## src/design/ook_modem_consts.vh

```
`ifndef OOK_MODEM_CONSTS_VH
`define OOK_MODEM_CONSTS_VH

// ****************************************************************
// Clock and bit timing
// ****************************************************************
`define CLK_HZ 125000000
`define RATE_A_BPS 9600
`define RATE_B_BPS 38400
`define RATE_C_BPS 115200
`define BIT_A_CYC 14'h32dc
`define BIT_B_CYC 14'h0cb7
`define BIT_C_CYC 14'h043d
`define DIR_DWELL_BITS 5'h10
`define SCAN_FAST_BITS 12'h001
`define SCAN_SLOW_BITS 12'h010
`define SCAN_CUSTOM_RST 12'h050

// ****************************************************************
// Register offsets
// ****************************************************************
`define REG_CONFIG 7'h00
`define REG_SCAN 7'h01
`define REG_DWELL_LO 7'h02
`define REG_DWELL_HI 7'h03
`define REG_SAMPLE 7'h04
`define REG_LINE_STATE 7'h07

// ****************************************************************
// Field positions and reset values
// ****************************************************************
`define CONFIG_TX_ON 0
`define CONFIG_DRV_LSB 1
`define CONFIG_RATE_LSB 3
`define CONFIG_RST 8'h00
`define SCAN_RST 8'h00
`define ST_DIR 0
`define ST_RXLVL 1
`define ST_TXACT 2
`define ST_SAMPLE 3
`define ST_OVFL 4
`define SCAN_MANUAL 2'h0
`define SCAN_FAST 2'h1
`define SCAN_SLOW 2'h2
`define SCAN_CUSTOM 2'h3

// ****************************************************************
// Pin synchroniser layout
// ****************************************************************
`define PIN_SCLK 0
`define PIN_CS_N 1
`define PIN_MOSI 2
`define PIN_CARR 3
`define PIN_KEY_N 4
`define PIN_OSC 5
`define PIN_RST 6'h12
`define SPI_FRAME_BITS 5'h10
`define SPI_CMD_BITS 5'h08

`endif

```

## src/design/sample_fifo.v

```verilog
`timescale 1ns/100ps
`include "ook_modem_consts.vh"

module sample_fifo #(
  parameter WIDTH = 8,
  parameter DEPTH = 8,
  parameter AW = 3
) (
  input wire clk_i,
  input wire sys_rst_i,
  input wire in_valid_i,
  output wire in_ready_o,
  input wire [WIDTH-1:0] in_data_i,
  output wire out_valid_o,
  input wire out_ready_i,
  output wire [WIDTH-1:0] out_data_o
);

  reg [WIDTH-1:0] mem [0:DEPTH-1];
  reg [AW:0] wr_ptr_reg;
  reg [AW:0] rd_ptr_reg;
  wire full;
  wire empty;
  wire push;
  wire pop;

  // One extra pointer bit tells a full ring from an empty one.
  assign empty = (wr_ptr_reg == rd_ptr_reg);
  assign full = (wr_ptr_reg[AW-1:0] == rd_ptr_reg[AW-1:0]) &&
                (wr_ptr_reg[AW] != rd_ptr_reg[AW]);
  assign in_ready_o = ~full;
  assign out_valid_o = ~empty;
  assign push = in_valid_i & ~full;
  assign pop = out_ready_i & ~empty;
  assign out_data_o = mem[rd_ptr_reg[AW-1:0]];

  always @(posedge clk_i) begin
    if (push) begin
      mem[wr_ptr_reg[AW-1:0]] <= in_data_i;
    end
  end

  always @(posedge clk_i) begin
    if (sys_rst_i) begin
      wr_ptr_reg <= {(AW+1){1'b0}};
      rd_ptr_reg <= {(AW+1){1'b0}};
    end else begin
      if (push) begin
        wr_ptr_reg <= wr_ptr_reg + 1'b1;
      end
      if (pop) begin
        rd_ptr_reg <= rd_ptr_reg + 1'b1;
      end
    end
  end

endmodule

```

## src/design/ook_modem_direction_scan_ctrl.v

```verilog
`timescale 1ns/100ps
`include "ook_modem_consts.vh"

module ook_modem_direction_scan_ctrl #(
  parameter [13:0] BIT_A_CYC = `BIT_A_CYC,
  parameter [13:0] BIT_B_CYC = `BIT_B_CYC,
  parameter [13:0] BIT_C_CYC = `BIT_C_CYC
) (
  input wire clk_i,
  input wire sys_rst_i,
  input wire sclk_i,
  input wire cs_n_i,
  input wire mosi_i,
  output wire miso_o,
  output wire miso_oe_o,
  input wire carrier_det_i,
  input wire transmit_key_input_n_i,
  input wire osc_clk_i,
  output wire carrier_tx_o,
  output wire dir_o,
  output wire received_level_output_o,
  output wire [1:0] port_sel_o,
  output wire shared_clock_output_o,
  output wire shared_clock_oe_o,
  output wire [1:0] clock_out_drive_sel_o
);

  // ****************************************************************
  // Helper functions
  // ****************************************************************
  function [13:0] bit_period;
    input [1:0] rate;
    begin
      case (rate)
        2'h1: bit_period = BIT_B_CYC;
        2'h2: bit_period = BIT_C_CYC;
        default: bit_period = BIT_A_CYC;
      endcase
    end
  endfunction

  // Returns the scan dwell in bit periods minus one.
  function [11:0] scan_limit;
    input [1:0] mode;
    input [11:0] custom;
    begin
      case (mode)
        `SCAN_FAST: scan_limit = `SCAN_FAST_BITS - 12'h001;
        `SCAN_SLOW: scan_limit = `SCAN_SLOW_BITS - 12'h001;
        `SCAN_CUSTOM: scan_limit = custom;
        default: scan_limit = 12'h000;
      endcase
    end
  endfunction

  // ****************************************************************
  // Pin synchronisers
  // ****************************************************************
  reg [5:0] pin_s1_reg;
  reg [5:0] pin_s2_reg;
  reg [5:0] pin_s3_reg;
  reg [5:0] pin_reg;
  wire [5:0] pin_raw;
  wire [5:0] pin_agree;

  assign pin_raw = {osc_clk_i, transmit_key_input_n_i, carrier_det_i,
                    mosi_i, cs_n_i, sclk_i};
  assign pin_agree = ~(pin_s2_reg ^ pin_s3_reg);

  // A pin change is taken only once stages two and three agree, which
  // filters a single-cycle glitch that slipped past the first stage.
  always @(posedge clk_i) begin
    if (sys_rst_i) begin
      pin_s1_reg <= `PIN_RST;
      pin_s2_reg <= `PIN_RST;
      pin_s3_reg <= `PIN_RST;
      pin_reg <= `PIN_RST;
    end else begin
      pin_s1_reg <= pin_raw;
      pin_s2_reg <= pin_s1_reg;
      pin_s3_reg <= pin_s2_reg;
      pin_reg <= (pin_agree & pin_s3_reg) | (~pin_agree & pin_reg);
    end
  end

  wire carrier;
  wire key_n;
  assign carrier = pin_reg[`PIN_CARR];
  assign key_n = pin_reg[`PIN_KEY_N];

  // ****************************************************************
  // Registers
  // ****************************************************************
  reg [7:0] config_reg;
  reg [7:0] scan_reg;
  reg [11:0] custom_dwell_reg;
  reg overflow_reg;
  reg dir_reg;
  reg [1:0] port_reg;
  reg shared_clk_reg;
  wire tx_on;
  wire [1:0] drive_sel;
  wire [1:0] rate_sel;
  wire [1:0] scan_mode;
  wire sending;
  wire rx_level;
  wire [7:0] line_state;

  assign tx_on = config_reg[`CONFIG_TX_ON];
  assign drive_sel = config_reg[`CONFIG_DRV_LSB+1:`CONFIG_DRV_LSB];
  assign rate_sel = config_reg[`CONFIG_RATE_LSB+1:`CONFIG_RATE_LSB];
  assign scan_mode = scan_reg[1:0];

  assign sending = tx_on | ~key_n;
  assign rx_level = dir_reg ? ~carrier : 1'b1;

  // ****************************************************************
  // Outputs to the pins
  // ****************************************************************
  assign carrier_tx_o = sending;
  assign dir_o = dir_reg;
  assign received_level_output_o = rx_level;
  assign port_sel_o = port_reg;
  assign clock_out_drive_sel_o = drive_sel;
  assign shared_clock_oe_o = (drive_sel != 2'h0);
  assign shared_clock_output_o = shared_clk_reg;

  // The forwarded clock is a resampled copy, so it carries up to one
  // core period of jitter; slaves needing a clean edge should take the
  // crystal directly.
  always @(posedge clk_i) begin
    if (sys_rst_i) begin
      shared_clk_reg <= 1'b0;
    end else begin
      shared_clk_reg <= shared_clock_oe_o & pin_reg[`PIN_OSC];
    end
  end

  // ****************************************************************
  // Bit period tick
  // ****************************************************************
  reg [13:0] bit_cnt_reg;
  wire bit_tick;

  assign bit_tick = (bit_cnt_reg >= bit_period(rate_sel) - 14'h0001);

  always @(posedge clk_i) begin
    if (sys_rst_i) begin
      bit_cnt_reg <= 14'h0000;
    end else if (bit_tick) begin
      bit_cnt_reg <= 14'h0000;
    end else begin
      bit_cnt_reg <= bit_cnt_reg + 14'h0001;
    end
  end

  // ****************************************************************
  // Direction dwell
  // ****************************************************************
  reg [4:0] dir_dwell_reg;

  // Carrier seen while keying is our own echo, so it never turns the
  // line around.
  always @(posedge clk_i) begin
    if (sys_rst_i) begin
      dir_reg <= 1'b0;
      dir_dwell_reg <= 5'h00;
    end else if (carrier && !sending) begin
      dir_reg <= 1'b1;
      dir_dwell_reg <= 5'h00;
    end else if (dir_reg && bit_tick) begin
      if (dir_dwell_reg == `DIR_DWELL_BITS - 5'h01) begin
        dir_reg <= 1'b0;
        dir_dwell_reg <= 5'h00;
      end else begin
        dir_dwell_reg <= dir_dwell_reg + 5'h01;
      end
    end
  end

  // ****************************************************************
  // Port scanner
  // ****************************************************************
  reg [11:0] scan_cnt_reg;

  // Stepping pauses while the direction is high so the port that
  // carries the message stays selected until it has timed out.
  always @(posedge clk_i) begin
    if (sys_rst_i) begin
      port_reg <= 2'h0;
      scan_cnt_reg <= 12'h000;
    end else if (scan_mode == `SCAN_MANUAL) begin
      port_reg <= scan_reg[3:2];
      scan_cnt_reg <= 12'h000;
    end else if (bit_tick && !dir_reg) begin
      if (scan_cnt_reg >= scan_limit(scan_mode, custom_dwell_reg)) begin
        scan_cnt_reg <= 12'h000;
        port_reg <= port_reg + 2'h1;
      end else begin
        scan_cnt_reg <= scan_cnt_reg + 12'h001;
      end
    end
  end

  // ****************************************************************
  // Receive sample buffer
  // ****************************************************************
  wire sample_ready;
  wire sample_valid;
  wire [7:0] sample_data;
  wire sample_push;
  reg sample_pop_reg;

  assign sample_push = dir_reg & bit_tick;

  sample_fifo #(
    .WIDTH(8),
    .DEPTH(8),
    .AW(3)
  ) u_sample_fifo (
    .clk_i(clk_i),
    .sys_rst_i(sys_rst_i),
    .in_valid_i(sample_push),
    .in_ready_o(sample_ready),
    .in_data_i({4'h0, dir_reg, port_reg, rx_level}),
    .out_valid_o(sample_valid),
    .out_ready_i(sample_pop_reg),
    .out_data_o(sample_data)
  );

  assign line_state = {3'h0, overflow_reg, sample_valid, sending,
                       rx_level, dir_reg};

  // ****************************************************************
  // Serial register port
  // ****************************************************************
  reg sclk_q_reg;
  reg [4:0] spi_cnt_reg;
  reg [15:0] spi_in_reg;
  reg [7:0] spi_out_reg;
  reg [7:0] rd_data;
  wire cs_active;
  wire sclk_rise;
  wire sclk_fall;
  wire [15:0] shifted;
  wire [6:0] cmd_addr;
  wire cmd_read;
  wire cmd_done;
  wire frame_done;

  assign cs_active = ~pin_reg[`PIN_CS_N];
  assign sclk_rise = pin_reg[`PIN_SCLK] & ~sclk_q_reg;
  assign sclk_fall = ~pin_reg[`PIN_SCLK] & sclk_q_reg;
  assign shifted = {spi_in_reg[14:0], pin_reg[`PIN_MOSI]};
  assign cmd_addr = shifted[6:0];
  assign cmd_read = shifted[7];
  assign cmd_done = cs_active & sclk_rise &
                    (spi_cnt_reg == `SPI_CMD_BITS - 5'h01);
  assign frame_done = cs_active & sclk_rise &
                      (spi_cnt_reg == `SPI_FRAME_BITS - 5'h01);
  assign miso_o = spi_out_reg[7];
  assign miso_oe_o = cs_active;

  always @* begin
    case (cmd_addr)
      `REG_CONFIG: rd_data = config_reg;
      `REG_SCAN: rd_data = scan_reg;
      `REG_DWELL_LO: rd_data = custom_dwell_reg[7:0];
      `REG_DWELL_HI: rd_data = {4'h0, custom_dwell_reg[11:8]};
      `REG_SAMPLE: rd_data = sample_valid ? sample_data : 8'h00;
      `REG_LINE_STATE: rd_data = line_state;
      default: rd_data = 8'h00;
    endcase
  end

  // Mode 0 framing: data is taken on the rising edge, the reply moves
  // on the falling edge, and raising chip select aborts a short frame.
  always @(posedge clk_i) begin
    if (sys_rst_i) begin
      sclk_q_reg <= 1'b0;
      spi_cnt_reg <= 5'h00;
      spi_in_reg <= 16'h0000;
      spi_out_reg <= 8'h00;
      sample_pop_reg <= 1'b0;
    end else begin
      sclk_q_reg <= pin_reg[`PIN_SCLK];
      sample_pop_reg <= 1'b0;
      if (!cs_active) begin
        spi_cnt_reg <= 5'h00;
        spi_out_reg <= 8'h00;
      end else if (sclk_rise) begin
        spi_in_reg <= shifted;
        spi_cnt_reg <= frame_done ? 5'h00 : spi_cnt_reg + 5'h01;
        if (cmd_done && cmd_read) begin
          spi_out_reg <= rd_data;
          sample_pop_reg <= (cmd_addr == `REG_SAMPLE) & sample_valid;
        end
      end else if (sclk_fall && spi_cnt_reg > `SPI_CMD_BITS) begin
        spi_out_reg <= {spi_out_reg[6:0], 1'b0};
      end
    end
  end

  // ****************************************************************
  // Register writes and sticky status
  // ****************************************************************
  wire wr_en;
  wire [6:0] wr_addr;
  wire status_read;

  assign wr_en = frame_done & ~spi_in_reg[14];
  assign wr_addr = spi_in_reg[13:7];
  assign status_read = cmd_done & cmd_read & (cmd_addr == `REG_LINE_STATE);

  always @(posedge clk_i) begin
    if (sys_rst_i) begin
      config_reg <= `CONFIG_RST;
      scan_reg <= `SCAN_RST;
      custom_dwell_reg <= `SCAN_CUSTOM_RST;
    end else if (wr_en) begin
      case (wr_addr)
        `REG_CONFIG: config_reg <= shifted[7:0];
        `REG_SCAN: scan_reg <= {4'h0, shifted[3:0]};
        `REG_DWELL_LO: custom_dwell_reg[7:0] <= shifted[7:0];
        `REG_DWELL_HI: custom_dwell_reg[11:8] <= shifted[3:0];
        default: config_reg <= config_reg;
      endcase
    end
  end

  // A sample lost to a full buffer is flagged; a new loss in the same
  // cycle as the status read keeps the flag set.
  always @(posedge clk_i) begin
    if (sys_rst_i) begin
      overflow_reg <= 1'b0;
    end else if (sample_push && !sample_ready) begin
      overflow_reg <= 1'b1;
    end else if (status_read) begin
      overflow_reg <= 1'b0;
    end
  end

endmodule

```

## config.mk

```make
export PLATFORM = sky130hd
export DESIGN_NAME = ook_modem_direction_scan_ctrl
export DESIGN_NICKNAME = d
export VERILOG_FILES = /design/src/design/sample_fifo.v /design/src/design/ook_modem_direction_scan_ctrl.v
export VERILOG_INCLUDE_DIRS = /design/src /design/src/design
export SDC_FILE = /design/constraint.sdc
export NUM_CORES = 1
export LEC_CHECK = 0
export BUFFER_PORTS_ARGS = -buffer_cell sky130_fd_sc_hd__buf_2
export CAP_MARGIN = 20
export CORE_ASPECT_RATIO = 1.4
export CORE_MARGIN = 2
export CORE_UTILIZATION = 63
export CTS_CLUSTER_SIZE = 16
export DETAILED_ROUTE_END_ITERATION = 10
export PLACE_DENSITY = 0.8
export SYNTH_ARGS = -nofsm -noshare
export SYNTH_HDL_FRONTEND = slang
export SYNTH_HIERARCHICAL = 1
export SYNTH_SLANG_ARGS = --single-unit
```

## constraint.sdc

```tcl
create_clock -name clk_i -period 5 [get_ports clk_i]
set_input_delay 0 -clock clk_i [delete_from_list [all_inputs] [get_ports clk_i]]
set_output_delay 0 -clock clk_i [all_outputs]
set_load 0.03 [all_outputs]
```

==> results.txt <==
* Drt via density: 5.85
- Port bufs: 18
- Measured along the x axis, the die boundary spans 102 um.
- Routability Congestion: 0.882
- After synthesis the netlist holds a flip-flop and latch count of 189.
- Number of distinct standard cells referenced by the synthesized netlist: 68
- Clock Latency Late Sink: 0.43 ns
* Post-synthesis async set-or-reset flop share: 0
- The share of synthesized area in the top cell type comes to 0.293.
* Critical-path top delay cell: nor2_1
- At the placement stage, the worst setup path has a slack of 1.03 ns.
* Cells traversed along the worst timing path: inv_1 -> ha_1 -> inv_1 -> ha_1 -> nand4_1 -> a2111oi_4 -> and2_1 -> a21oi_1 -> inv_1 -> nand4_1 -> nor2_1
- The number of slew-limit violations in the final report came to 0.
- Highest fanout seen on the critical path: 10
* VDD IR max: 215 uV
* CTS tree: built
- Max Clk Rate: 274 MHz
- STA puts the critical path data required time at 5.06 ns.
- Across all setup checks in the final design, the least slack found is 1.35 ns.
- Across all layers, the routed design uses 6081 vias.
* Leakage: 3.40 nW
* Boundary Pins: 19
* Antenna violations before repair: 0
- The routed design could run at a clock period as short as 3.65 ns.
- In this run the worst hold path is classified as input port to register.
- In the final layout, the share of cells above drive strength 1 is 0.124.
* Total standard cell area after synthesis: 8540 um2
* Number of nets still failing antenna checks after routing: 0
* Main flop type after synthesis: dfxtp_1
- For the pin with the worst max-slew slack, the measured transition is 0.963 ns.
- Setup violations remaining at the end of the flow were counted as 0.
- Tracing the worst setup path back leads to its startpoint at config_reg[3].
* Flip-flop count of the largest register, all copies and words added: 64
- The tree is rooted in a clkbuf_16.
- During synthesis, Yosys emitted a total of 6 warnings.
- Skew final: 0.00709 ns
* Result of the run: finished, final reports clean
- After detailed routing, the number of remaining DRC violations is 0.
- Reg-to-Reg Start: config_reg[3]
- Power density over cell area: 307 nW/um2
- Setup repair after global routing left no endpoint under its margin.
- Top-count cell post-synth: dfxtp_1
- Detailed placement ended at an HPWL of 12.3 mm.
* Leading cell types by total area after synthesis: dfxtp_1 (29%), edfxtp_1 (22%), mux4_2 (4.5%)
* Final hold vios: 0
- Register area share after synthesis: 0.518
- Before antenna repair, the detailed router went through 5 iterations.
- In this run the most critical hold path is launched from sys_rst_i.
- Most instantiated cells after synthesis: dfxtp_1 (125), nand2_1 (69), nor2_1 (65)
* Initial core utilization: 0.641
- The critical path is of the register to register type.
- Number of buffers created by CTS: 17
- In the final routed layout, each cell accounts on average for 17.1 um.
* Global-route congestion overflow total: 0
* Total Negative Setup Slacks: 0 ns
- Clk sink count: 189
- Number of placement rows: 50
* Share of the clock period used by the worst path after layout: 0.730
- Total core area: 13300 um2
* Worst slew slack as a fraction of its limit: 0.356
* Internal reg-to-reg setup slack: 1.35 ns
- Number of enable-type register cells in the synthesized netlist: 64
- Vertical die dimension: 142 um
- CTS built an H-tree with a depth of 4.
- Final Routed Wirelength: 17.7 mm
- Number of nets in the final layout: 883
* Critical path's most frequent cell: inv_1
- After technology mapping, the gate count stands at 803.
* Die outline area: 14500 um2
- Kind of end point of the critical path: register
* Worst Path Arrival: 3.70 ns
- Minimum hold slack: 0.147 ns
- 0 antenna diodes ended up in the layout.
- Maximum clock path buffer count: 2
- Violation count after the first detailed-routing iteration: 422
- The via count of the first global-routing pass was 6047.
- Max-capacitance violation count: 0
- In the global route stage, overall resource usage came out at 0.262.
- Largest net degree at the start of global routing: 45
- Critical Path Max Stage Delay: 0.66 ns
- From synthesis to final layout, the design area changed by 11.1%.
- The first global-routing pass estimated 29.4 mm of wire.
* Clock transition at path regs: 0.06 ns
- Post-synth top area cell: dfxtp_1
- Element type at the critical path start: register
* Mean cell area of the mapped netlist: 10.6 um2
stage by stage:
| stage | std cells | power (mW) | util | instance area [um2] |
|---|---|---|---|---|
| after floorplan | 834 | 1.67 | - | 8660 |
| after global placement | 999 | 1.68 | 0.664 | 8850 |
| after detailed placement | 999 | 1.68 | 0.664 | 8850 |
| after CTS | 1037 | 2.93 | 0.710 | 9460 |
| after global routing | 1040 | 3.01 | 0.712 | 9490 |
| final | 1040 | 2.91 | 0.712 | 9490 |
placed cells by master, fill, tap and decap left out, types with 4 or more instances in the layout:
cell type / instances
dfxtp_1: 125
nand2_1: 69
nor2_1: 65
edfxtp_1: 64
a21oi_1: 56
o21ai_0: 41
mux2i_1: 32
conb_1: 32
ha_1: 30
nor2b_1: 27
inv_1: 25
nand3_1: 19
buf_2: 19
mux4_2: 17
clkbuf_16: 17
or3_1: 16
nand4_1: 13
xor2_1: 13
mux2_2: 13
nand2b_1: 12
nor3_1: 10
or2_2: 9
xnor2_1: 9
and3_1: 8
buf_4: 8
a31oi_1: 6
dlygate4sd3_1: 6
a221oi_1: 5
a21o_1: 4
o31ai_1: 4
a41oi_1: 4
nor3b_1: 4
what timing repair did:
action,CTS,global route
setup buffers,0,0
endpoints found under the hold margin,6,0
gates resized for setup,0,0
hold buffers,6,0
metal layers:
layer	up-vias	routed length, um	global-route usage
met1	2955	7320	0.330
met4	0	355	0.0891
met2	141	9380	0.441
met5	-	0	0
met3	30	685	0.0586
li1	2955	-	-
path summary, 6_finish.rpt:
path	end	depth (start not counted)
setup reg to reg	u_sample_fifo/mem[7][2]	11
hold / removal	config_reg[0]	2
setup / recovery	u_sample_fifo/mem[7][2]	11
hold reg to reg	pin_s2_reg[1]	1
power by group:
part,switching [mW],internal [mW],leakage (nW)
registers,0.00811,1.59,1.60
clock network,0.589,0.673,0.268
logic,0.0347,0.0196,1.53
total,0.632,2.28,3.40
logic make-up (layout without fill, tap and decap cells):
family | Yosys count | after routing | share of synthesized area
and+or+nand+nor | 274 | 274 | 0.166
DFF | 189 | 189 | 0.518
AOI/OAI and AO/OA | 154 | 154 | 0.112
buffers and inverters | 68 | 92 | 0.0332
muxes | 64 | 64 | 0.102
adders and majority gates | 30 | 30 | 0.0439
xor gates and xnor gates | 23 | 23 | 0.0245
other | 1 | 32 | 0.000439
critical path: cells and delay by family, from the launching register on:
kind | cells | cell delay [ns]
compound gates | 2 | 0.54
fa+ha+maj | 2 | 0.76
buf+inv | 3 | 0.42
flops | 1 | 0.40
simple gates | 4 | 1.16
area by class of cell:
type | count | area [um2]
clock buffers | 19 | 453
clock inverters | 13 | 104
fillers | 932 | 3830
inverters | 25 | 93.8
multi-input cells | 577 | 3950
flip-flops and latches | 189 | 4420
well taps | 182 | 228
repair buffers | 35 | 238
Power figures use the tool's default switching activity.
